<file path="src/core/rssc_pkg.sv">
package rssc_pkg;

  // Register indices on the plain register port.
  localparam logic [1:0] ADDR_WDOG_CTRL = 2'h0;
  localparam logic [1:0] ADDR_PWR_CTRL = 2'h1;
  localparam logic [1:0] ADDR_STATUS = 2'h2;
  localparam logic [1:0] ADDR_INT_CTRL = 2'h3;

  // Watchdog control fields and reset value (period code 01011, off).
  localparam int WDOG_PS_LSB = 1;
  localparam int WDOG_EN_BIT = 0;
  localparam logic [7:0] WDOG_CTRL_RST = 8'h16;
  localparam logic [4:0] WDOG_PS_MAX = 5'h12;
  localparam logic [4:0] WDOG_PS_MIN = 5'h00;
  localparam int WDOG_BASE_BITS = 5;

  // Power control register bit positions.
  localparam int PC_OVF_BIT = 7;
  localparam int PC_UNF_BIT = 6;
  localparam int PC_WDT_BIT = 4;
  localparam int PC_EXTERNAL_RESET_PIN_BIT = 3;
  localparam int PC_RI_BIT = 2;
  localparam int PC_POR_BIT = 1;
  localparam int PC_BOR_BIT = 0;
  localparam logic [7:0] PWR_CTRL_POR_VAL = 8'h1C;

  // Status bits and interrupt control bits.
  localparam int ST_TO_BIT = 1;
  localparam int ST_PD_BIT = 0;
  localparam int IC_GIE_BIT = 7;
  localparam int IC_PERIPHERAL_INT_ENABLE_BIT = 6;

  // Watchdog configuration modes.
  localparam logic [1:0] WCFG_OFF = 2'h0;
  localparam logic [1:0] WCFG_SOFT = 2'h1;

  // Start-up timing, in oscillator cycles at 100 MHz.
  localparam int CLK_NS = 10;
  localparam int PWRT_NS = 640;
  localparam int OST_NS = 10240;
  localparam int PWRT_CYC = (PWRT_NS + CLK_NS - 1) / CLK_NS;
  localparam int OST_CYC = (OST_NS + CLK_NS - 1) / CLK_NS;
  localparam int PIN_DELAY_CYC = 10;
  localparam int FILT_BITS = 2;

  typedef enum logic [2:0] {
    SEQ_HOLD = 3'b000,
    SEQ_TIMERS = 3'b001,
    SEQ_PIN = 3'b010,
    SEQ_RUN = 3'b011,
    SEQ_SLEEP = 3'b100
  } rssc_seq_e;

  // Reset causes raised by the core or supply monitors.
  typedef struct packed {
    logic por;
    logic bor;
    logic prog_exit;
    logic reset_instr;
    logic stk_ovf;
    logic stk_unf;
  } rssc_cause_s;

endpackage

</file>
<file path="src/core/rssc_counter.sv">
`timescale 1ns/1ps
`default_nettype none

// Down counter that loads a length and reports when it has run out.
module rssc_counter (
  input wire logic mclk,
  input wire logic nrst,
  input wire logic load,
  input wire logic [15:0] length,
  output logic done
);

  logic [15:0] cnt_ff;
  logic [15:0] nxt_cnt;
  logic done_ff;
  logic nxt_done;

  // A load restarts the count; done holds once reached.
  always_comb begin
    nxt_cnt = cnt_ff;
    nxt_done = done_ff;
    if (load) begin
      nxt_cnt = length;
      nxt_done = (length == 16'h0000);
    end else if (cnt_ff != 16'h0000) begin
      nxt_cnt = cnt_ff - 16'h0001;
      nxt_done = (cnt_ff == 16'h0001);
    end
  end

  always_ff @(posedge mclk or negedge nrst) begin
    if (!nrst) begin
      cnt_ff <= 16'h0000;
      done_ff <= 1'b0;
    end else begin
      cnt_ff <= nxt_cnt;
      done_ff <= nxt_done;
    end
  end

  assign done = done_ff;

endmodule

`default_nettype wire

</file>
<file path="src/core/rssc_ctrl.sv">
// Operation
// - Reset instruction resets the device and clears its flag.
// - Stack reset enabled: overflow or underflow resets and sets its flag.
// - Leaving programming mode repeats the power-on start-up sequence.
// - Power-up timer runs after power-on or brown-out only when enabled.
// - Execution waits for power-up timer, oscillator timer and pin release.
// - Both start-up timers count while the reset pin is still low.
// - Execution starts 10 oscillator cycles after the pin rises, timers done.
// - Enabled and flagged interrupt wakes the device even with global off.
// - Pending interrupt before sleep makes sleep a no-operation.
// - Wake in sleep clears watchdog, sets timeout, clears power-down.
// - Peripheral interrupts need the peripheral interrupt enable bit set.
// - Watchdog expiry without clear resets and updates status flags.
// - Pin held low keeps the device in reset; device never drives it.
`timescale 1ns/1ps
`default_nettype none

module rssc_ctrl (
  input wire logic mclk,
  input wire logic nrst,
  input wire rssc_pkg::rssc_cause_s cause,
  input wire logic ext_reset_pin_n,
  input wire logic ext_reset_enable,
  input wire logic stack_reset_enable,
  input wire logic powerup_timer_enable_n,
  input wire logic osc_needs_ost,
  input wire logic [1:0] watchdog_config_mode,
  input wire logic watchdog_clear_instruction,
  input wire logic sleep_instruction,
  input wire logic core_int_pending,
  input wire logic [7:0] periph_int_flags,
  input wire logic [7:0] periph_int_enables,
  input wire logic [1:0] reg_addr,
  input wire logic [7:0] reg_wdata,
  input wire logic reg_wr,
  input wire logic reg_rd,
  output logic [7:0] reg_rdata,
  output logic core_run,
  output logic core_asleep,
  output logic wake_event,
  output logic watchdog_reset
);

  // ---------------------------------------------------------------
  // Pin synchroniser and noise filter
  // ---------------------------------------------------------------
  logic pin_s1_ff, pin_s2_ff, pin_low_ff, nxt_pin_low;
  logic [rssc_pkg::FILT_BITS-1:0] filt_ff, nxt_filt;

  // A pin level must hold for the whole filter window to be believed.
  always_comb begin
    nxt_filt = {filt_ff[rssc_pkg::FILT_BITS-2:0], pin_s2_ff};
    nxt_pin_low = pin_low_ff;
    if (nxt_filt == '0) begin
      nxt_pin_low = ext_reset_enable;
    end else if (&nxt_filt || !ext_reset_enable) begin
      nxt_pin_low = 1'b0;
    end
  end

  always_ff @(posedge mclk or negedge nrst) begin
    if (!nrst) begin
      pin_s1_ff <= 1'b1;
      pin_s2_ff <= 1'b1;
      filt_ff <= '1;
      pin_low_ff <= 1'b0;
    end else begin
      pin_s1_ff <= ext_reset_pin_n;
      pin_s2_ff <= pin_s1_ff;
      filt_ff <= nxt_filt;
      pin_low_ff <= nxt_pin_low;
    end
  end

  // ---------------------------------------------------------------
  // Registers and wake detection
  // ---------------------------------------------------------------
  logic [7:0] wdog_ctrl_ff, nxt_wdog_ctrl, pwr_ctrl_ff, nxt_pwr_ctrl;
  logic [7:0] rdata_ff, nxt_rdata;
  logic [1:0] int_ctrl_ff, nxt_int_ctrl;
  logic timeout_flag_ff, nxt_timeout_flag;
  logic powerdown_flag_ff, nxt_powerdown_flag;
  logic wake_src, stack_rst, seq_rst, full_rst, wdt_fire;
  rssc_pkg::rssc_seq_e state_ff, nxt_state;

  // Wake ignores the global enable; peripherals also need their gate.
  assign wake_src = core_int_pending
    | (int_ctrl_ff[0] & |(periph_int_flags & periph_int_enables));
  assign stack_rst = stack_reset_enable & (cause.stk_ovf | cause.stk_unf);
  // Cause resets reload the timers; a low pin holds the sequencer but leaves the timers running.
  assign seq_rst = cause.por | cause.bor | cause.prog_exit
    | cause.reset_instr | stack_rst | wdt_fire;
  assign full_rst = seq_rst | pin_low_ff;

  // Register writes, cause flags and sleep status bookkeeping.
  always_comb begin
    nxt_wdog_ctrl = wdog_ctrl_ff;
    nxt_pwr_ctrl = pwr_ctrl_ff;
    nxt_int_ctrl = int_ctrl_ff;
    nxt_timeout_flag = timeout_flag_ff;
    nxt_powerdown_flag = powerdown_flag_ff;
    nxt_rdata = 8'h00;
    if (reg_wr) begin
      case (reg_addr)
        rssc_pkg::ADDR_WDOG_CTRL: nxt_wdog_ctrl = {2'h0, reg_wdata[5:0]};
        rssc_pkg::ADDR_PWR_CTRL: nxt_pwr_ctrl = reg_wdata;
        rssc_pkg::ADDR_INT_CTRL: nxt_int_ctrl = reg_wdata[7:6];
        default: nxt_rdata = 8'h00;
      endcase
    end
    if (reg_rd) begin
      case (reg_addr)
        rssc_pkg::ADDR_WDOG_CTRL: nxt_rdata = wdog_ctrl_ff;
        rssc_pkg::ADDR_PWR_CTRL: nxt_rdata = pwr_ctrl_ff;
        rssc_pkg::ADDR_STATUS:
          nxt_rdata = {6'h00, timeout_flag_ff, powerdown_flag_ff};
        rssc_pkg::ADDR_INT_CTRL: nxt_rdata = {int_ctrl_ff, 6'h00};
        default: nxt_rdata = 8'h00;
      endcase
    end
    // Hardware events are applied after writes so that they win.
    if (cause.por | cause.prog_exit) begin
      nxt_pwr_ctrl = rssc_pkg::PWR_CTRL_POR_VAL;
      nxt_pwr_ctrl[rssc_pkg::PC_POR_BIT] = 1'b0;
      nxt_wdog_ctrl = rssc_pkg::WDOG_CTRL_RST;
      nxt_timeout_flag = 1'b1;
      nxt_powerdown_flag = 1'b1;
    end
    if (cause.bor) begin
      nxt_pwr_ctrl[rssc_pkg::PC_BOR_BIT] = 1'b0;
    end
    if (cause.reset_instr) begin
      nxt_pwr_ctrl[rssc_pkg::PC_RI_BIT] = 1'b0;
    end
    if (stack_reset_enable & cause.stk_ovf) begin
      nxt_pwr_ctrl[rssc_pkg::PC_OVF_BIT] = 1'b1;
    end
    if (stack_reset_enable & cause.stk_unf) begin
      nxt_pwr_ctrl[rssc_pkg::PC_UNF_BIT] = 1'b1;
    end
    if (pin_low_ff) begin
      nxt_pwr_ctrl[rssc_pkg::PC_EXTERNAL_RESET_PIN_BIT] = 1'b0;
    end
    if (wdt_fire) begin
      nxt_pwr_ctrl[rssc_pkg::PC_WDT_BIT] = 1'b0;
      nxt_timeout_flag = 1'b0;
      nxt_powerdown_flag = (state_ff != rssc_pkg::SEQ_SLEEP);
    end
    if (watchdog_clear_instruction && state_ff == rssc_pkg::SEQ_RUN) begin
      nxt_timeout_flag = 1'b1;
      nxt_powerdown_flag = 1'b1;
    end
    // A sleep with a wake source already pending changes nothing.
    if (sleep_instruction && state_ff == rssc_pkg::SEQ_RUN
        && !wake_src) begin
      nxt_timeout_flag = 1'b1;
      nxt_powerdown_flag = 1'b0;
    end
    if (state_ff == rssc_pkg::SEQ_SLEEP && wake_src) begin
      nxt_timeout_flag = 1'b1;
      nxt_powerdown_flag = 1'b0;
    end
  end

  always_ff @(posedge mclk or negedge nrst) begin
    if (!nrst) begin
      wdog_ctrl_ff <= rssc_pkg::WDOG_CTRL_RST;
      pwr_ctrl_ff <= rssc_pkg::PWR_CTRL_POR_VAL;
      int_ctrl_ff <= 2'h0;
      timeout_flag_ff <= 1'b1;
      powerdown_flag_ff <= 1'b1;
      rdata_ff <= 8'h00;
    end else begin
      wdog_ctrl_ff <= nxt_wdog_ctrl;
      pwr_ctrl_ff <= nxt_pwr_ctrl;
      int_ctrl_ff <= nxt_int_ctrl;
      timeout_flag_ff <= nxt_timeout_flag;
      powerdown_flag_ff <= nxt_powerdown_flag;
      rdata_ff <= nxt_rdata;
    end
  end

  // ---------------------------------------------------------------
  // Start-up sequencer
  // ---------------------------------------------------------------
  logic dly_done, pwrt_done, ost_done;
  logic pwrt_skip_ff, nxt_pwrt_skip, ost_skip_ff, nxt_ost_skip;
  logic wake_ff, nxt_wake, asleep_ff, run_ff;
  // Timers restart on cause resets only and run on under a held pin.
  rssc_counter u_pwrt (
    .mclk(mclk),
    .nrst(nrst),
    .load(seq_rst),
    .length(16'(rssc_pkg::PWRT_CYC)),
    .done(pwrt_done)
  );
  rssc_counter u_ost (
    .mclk(mclk),
    .nrst(nrst),
    .load(seq_rst),
    .length(16'(rssc_pkg::OST_CYC)),
    .done(ost_done)
  );
  // The fixed delay reloads until the pin stage is entered.
  rssc_counter u_dly (
    .mclk(mclk),
    .nrst(nrst),
    .load(state_ff != rssc_pkg::SEQ_PIN),
    .length(16'(rssc_pkg::PIN_DELAY_CYC)),
    .done(dly_done)
  );

  // Power-up timer is skipped unless a power-on class reset asked for it.
  always_comb begin
    nxt_pwrt_skip = pwrt_skip_ff;
    nxt_ost_skip = ost_skip_ff;
    if (seq_rst) begin
      nxt_pwrt_skip = !((cause.por | cause.bor | cause.prog_exit)
        & !powerup_timer_enable_n);
      nxt_ost_skip = !osc_needs_ost;
    end
  end

  // The pin stage is entered only once both timers are finished or skipped, which
  // lets the timers expire under a held pin and gives the fixed delay.
  always_comb begin
    nxt_state = state_ff;
    nxt_wake = 1'b0;
    case (state_ff)
      rssc_pkg::SEQ_HOLD: begin
        if (!full_rst) begin
          nxt_state = rssc_pkg::SEQ_TIMERS;
        end
      end
      rssc_pkg::SEQ_TIMERS: begin
        if ((pwrt_done | pwrt_skip_ff) && (ost_done | ost_skip_ff)
            && !pin_low_ff) begin
          nxt_state = rssc_pkg::SEQ_PIN;
        end
      end
      rssc_pkg::SEQ_PIN: begin
        if (dly_done) begin
          nxt_state = rssc_pkg::SEQ_RUN;
        end
      end
      rssc_pkg::SEQ_RUN: begin
        if (sleep_instruction && !wake_src) begin
          nxt_state = rssc_pkg::SEQ_SLEEP;
        end
      end
      rssc_pkg::SEQ_SLEEP: begin
        if (wake_src) begin
          nxt_state = rssc_pkg::SEQ_RUN;
          nxt_wake = 1'b1;
        end
      end
      default: nxt_state = rssc_pkg::SEQ_HOLD;
    endcase
    if (full_rst) begin
      nxt_state = rssc_pkg::SEQ_HOLD;
    end
  end

  always_ff @(posedge mclk or negedge nrst) begin
    if (!nrst) begin
      state_ff <= rssc_pkg::SEQ_HOLD;
      pwrt_skip_ff <= 1'b0;
      ost_skip_ff <= 1'b0;
      wake_ff <= 1'b0;
      asleep_ff <= 1'b0;
      run_ff <= 1'b0;
    end else begin
      state_ff <= nxt_state;
      pwrt_skip_ff <= nxt_pwrt_skip;
      ost_skip_ff <= nxt_ost_skip;
      wake_ff <= nxt_wake;
      asleep_ff <= (nxt_state == rssc_pkg::SEQ_SLEEP);
      run_ff <= (nxt_state == rssc_pkg::SEQ_RUN);
    end
  end

  // ---------------------------------------------------------------
  // Watchdog prescaler
  // ---------------------------------------------------------------
  logic [23:0] wdt_cnt_ff, nxt_wdt_cnt, wdt_limit;
  logic [4:0] ps_code, ps_eff;
  logic wdt_on, wdt_fire_ff;

  assign ps_code = wdog_ctrl_ff[rssc_pkg::WDOG_PS_LSB +: 5];
  // Reserved codes above the top ratio fall back to the shortest one.
  assign ps_eff = (ps_code > rssc_pkg::WDOG_PS_MAX)
    ? rssc_pkg::WDOG_PS_MIN : ps_code;
  assign wdt_limit = 24'h000001
    << (ps_eff + 5'(rssc_pkg::WDOG_BASE_BITS));
  // Soft enable counts only in the software mode; other modes fix it.
  assign wdt_on = (watchdog_config_mode == rssc_pkg::WCFG_SOFT)
    ? wdog_ctrl_ff[rssc_pkg::WDOG_EN_BIT]
    : (watchdog_config_mode != rssc_pkg::WCFG_OFF);
  assign wdt_fire = wdt_fire_ff;

  // Cleared by any reset, by the clear instruction, by sleep entry and
  // on wake; not by a sleep that collapses to a no-operation.
  always_comb begin
    nxt_wdt_cnt = wdt_cnt_ff + 24'h000001;
    if (full_rst || !wdt_on || watchdog_clear_instruction
        || state_ff == rssc_pkg::SEQ_HOLD
        || (sleep_instruction && !wake_src)
        || (state_ff == rssc_pkg::SEQ_SLEEP && wake_src)) begin
      nxt_wdt_cnt = 24'h000000;
    end
  end

  always_ff @(posedge mclk or negedge nrst) begin
    if (!nrst) begin
      wdt_cnt_ff <= 24'h000000;
      wdt_fire_ff <= 1'b0;
    end else begin
      wdt_cnt_ff <= nxt_wdt_cnt;
      wdt_fire_ff <= (nxt_wdt_cnt == wdt_limit - 24'h000001);
    end
  end

  assign reg_rdata = rdata_ff;
  assign core_run = run_ff;
  assign core_asleep = asleep_ff;
  assign wake_event = wake_ff;
  assign watchdog_reset = wdt_fire_ff;

endmodule

`default_nettype wire

</file>
<file path="config.mk">
export PLATFORM = sky130hd
export DESIGN_NAME = rssc_ctrl
export DESIGN_NICKNAME = d
export VERILOG_FILES = /design/src/core/rssc_pkg.sv /design/src/core/rssc_counter.sv /design/src/core/rssc_ctrl.sv
export SDC_FILE = /design/constraint.sdc
export NUM_CORES = 1
export LEC_CHECK = 0
export CAP_MARGIN = 20
export CORE_ASPECT_RATIO = 1.25
export CORE_MARGIN = 10
export CORE_UTILIZATION = 55
export DETAILED_ROUTE_END_ITERATION = 8
export DONT_BUFFER_PORTS = 1
export PLACE_DENSITY = 0.76
export SYNTH_ARGS = -nofsm -noshare
export SYNTH_HDL_FRONTEND = slang
export SYNTH_SLANG_ARGS = --single-unit
</file>
<file path="constraint.sdc">
create_clock -name mclk -period 5.5 [get_ports mclk]
set_input_delay 0.55 -clock mclk [delete_from_list [all_inputs] [get_ports mclk]]
set_output_delay 0.55 -clock mclk [all_outputs]
set_load 0.02 [all_outputs]
</file>
==> impl_results.md <==
- Critical path arrival: 3.71 ns
- Synthesized flop and latch total: 114
- Power Dens Cells: 306.9 mW/mm^2
- Crit path time final: 3.375 ns
- FP Rows: 44
- Top cell type's share of synthesized area: 0.4020
- Ports: 58
- Tot Pwr: 2.198 mW
- CP Capture Type: register
- Buffers added on ports: 0
- Worst Skew: between 0.01 and 0.015 ns
- Drt wl/cell: 18.89 um
- Post-Syn Instances: 695
- Seq/Total Area, Yosys: 0.4471
- Pre-antenna DRT Iters: 5
- Least-Margin Pin Slew: 1.050 ns
- Post-synth EDFFs: 0
- Met2 Resource Use GR: 0.3350
- Die X-Extent: 116.6 um
- Vias in the first global route: 5,343
- Met1 Track Usage GR: 0.2331
- FFs w/ async S/R, synth: 1.000
- Top cells by count, synth: nor2_1, dfrtp_1, nand2_1
- Critical Path RT: 5.83 ns
- Starting Density: 0.5572
- Part of the cycle the worst path needs: 0.6137
- Top Usage Layer GRT: met2
- Initial DRC count: 443
- Largest net degree at the start of global routing: 115
- Post-CTS Setup Inserts: 0
- Area Overhead vs Synth: 11.71%
- Die area: 0.01640 sq mm
- Critical path peak fanout: 40
- HPWL Detailed: 11,230 um
- Root Driver: clkbuf_16
- Crit start category: register
- Share of cells above drive strength 1: 0.09286
- R2R setup slack: 2.12 ns
- Remaining antenna violation count: 0
- Critical path class: reg -> reg
- Met3 usage: 0.05732
- Leakage power: 3.088 nW
- Slew Limit Fails: 0
- Nets: 742
- Antenna diodes: 0
- Vias/cell: between 6 and 7
- Clock Path Buffers: 2
- Chip height: around 140 um
- Worst hold path class: in -> async
- RSZ-0062 raised after global routing: no
- Final hold vios: 0
- Initial antenna violation count: 0
- Synthesized area per cell: 9.225 sq um
- Core area: 0.01151 sq mm
- First-pass GRT wire length: ~26,000 um
- Level count of the clock H-tree: 4
- Final setup TNS: 0 ns
- DR vias: 5,277
- Routability cong.: a little over 0.9
- Grt ovf: 0
- Total Wirelength: 15,830 um
- Endpoints failing setup: 0
- Warnings from Yosys: 0
- Tot GR Track Use: 0.2021
- Clk_lat worst skew: roughly 0.43 ns
- Synthesized cell area: approximately 0.0064 sq mm
- CTS tree: done
- Max-cap viol count: 0
- Ys flop type: dfrtp_1
- Top post-synthesis cells by area: dfrtp_1, nor2_1, xnor2_1
- Clk sinks: 114
- Post-CTS Hold Fix Bufs: 1
- # resized after CTS: 0
- Area leader, netlist: dfrtp_1
- CTS clk-pin slew, worst paths: 0.06 ns
- Top-count cell post-synth: nor2_1
- Worst VDD drop: 0.2709 mV
- Status: finished clean
- Total CTS buffers: 17
- Yosys cell types: 61
- DRC viols: 0
- Relative slew slack: 0.2802
- Fmax: 296.3 MHz
- Final core utilization: 0.6224
[layout by cell type (no fill, tap or decap), types with 4 or more instances in the layout]
cell and instances:
a2111o_1 4, a211oi_1 6, a21oi_1 33, a22oi_1 6
and2_1 8, and3_1 6, and4_1 4, bufinv_16 5
clkbuf_16 17, dfrtp_1 103, dfstp_2 11, ha_1 8
inv_1 15, mux2i_1 29, nand2_1 44, nand2b_1 9
nand3_1 29, nand3b_1 8, nand4_1 7, nor2_1 104
nor3_1 29, nor3b_1 4, nor4_1 13, o211ai_1 5
o21ai_0 33, o221ai_1 4, o22ai_1 4, o31ai_1 6
or2_2 6, or3_1 17, or4_1 7, xnor2_1 39
xor2_1 18
[final cells by class]
cell class	count	area, sq um
clock buffer	21	470.5
clock inverter	10	181.4
fill	933	4344
inverter	15	56.30
multi-input combinational	537	3374
sequential	114	2867
tap	138	172.7
timing repair buffer	3	40.04
[path summary, 6_finish.rpt]
kind / start / end / cells past startpoint
hold reg to reg: pin_s1_ff / pin_s2_ff / 0
min in group mclk: ext_reset_pin_n / pin_s1_ff / 0
setup reg to reg: watchdog_reset / watchdog_reset / 9
hold / removal: nrst / wdt_cnt_ff[11] / 1
setup / recovery: watchdog_reset / watchdog_reset / 9
max in group asynchronous: nrst / u_dly.cnt_ff[9] / 1
[state kept, by name, summed over array words and instances, names as in the netlist, 2 cells and up]
name / count
reg_rdata: 8
u_ost.cnt_ff: 16
int_ctrl_ff: 2
wdog_ctrl_ff: 6
state_ff: 3
wdt_cnt_ff: 24
u_dly.cnt_ff: 16
pwr_ctrl_ff: 8
u_pwrt.cnt_ff: 16
[stage by stage]
step / hold slack, ns / cell area [sq um] / setup slack, ns / cells
5_1_grt: 0.1070 / 7162 / 1.798 / 838
6_report: 0.06089 / 7162 / 2.125 / 838
4_1_cts: 0.1093 / 7157 / 2.119 / 837
3_3_place_gp: 0.2608 / 6477 / 2.069 / 805
3_5_place_dp: 0.2599 / 6477 / 1.992 / 805
2_1_floorplan: 0.2544 / 6415 / 2.740 / 696
[per-layer routing]
| metal | vias up | share of wire |
|---|---|---|
| met4 | 0 | 0.033 |
| met5 | - | 0 |
| li1 | 2482 | - |
| met2 | 187 | 0.51 |
| met3 | 37 | 0.057 |
| met1 | 2571 | 0.40 |
[report_power, final]
part / leakage (nW) / internal, mW / switching [mW]
Sequential: 1.51 / 0.857 / 0.0188
Clock: 0.319 / 0.834 / 0.379
Combinational: 1.25 / 0.0424 / 0.0674
Total: 3.09 / 1.73 / 0.465
[kinds of logic after synthesis]
group,share of synthesized area
AND/OR/NAND/NOR,0.2486
AO/OA/AOI/OAI,0.1325
flip-flops,0.4471
XOR/XNOR,0.07787
buffers and inverters,0.02713
multiplexers,0.05055
adder cells (fa/ha/maj),0.01561
other,0.0005849
[critical path, cell delays in order (launching register included)]
cell and delay, ns:
dfrtp_1 0.53, nor3_1 0.27, nand3_1 0.10, buf_4 0.28, a2111o_1 0.52, or2_2 0.55
o41ai_1 0.42, a22oi_1 0.11, a2111o_1 0.34, nor4_2 0.14
No activity file was read; power rests on OpenSTA's default activity.
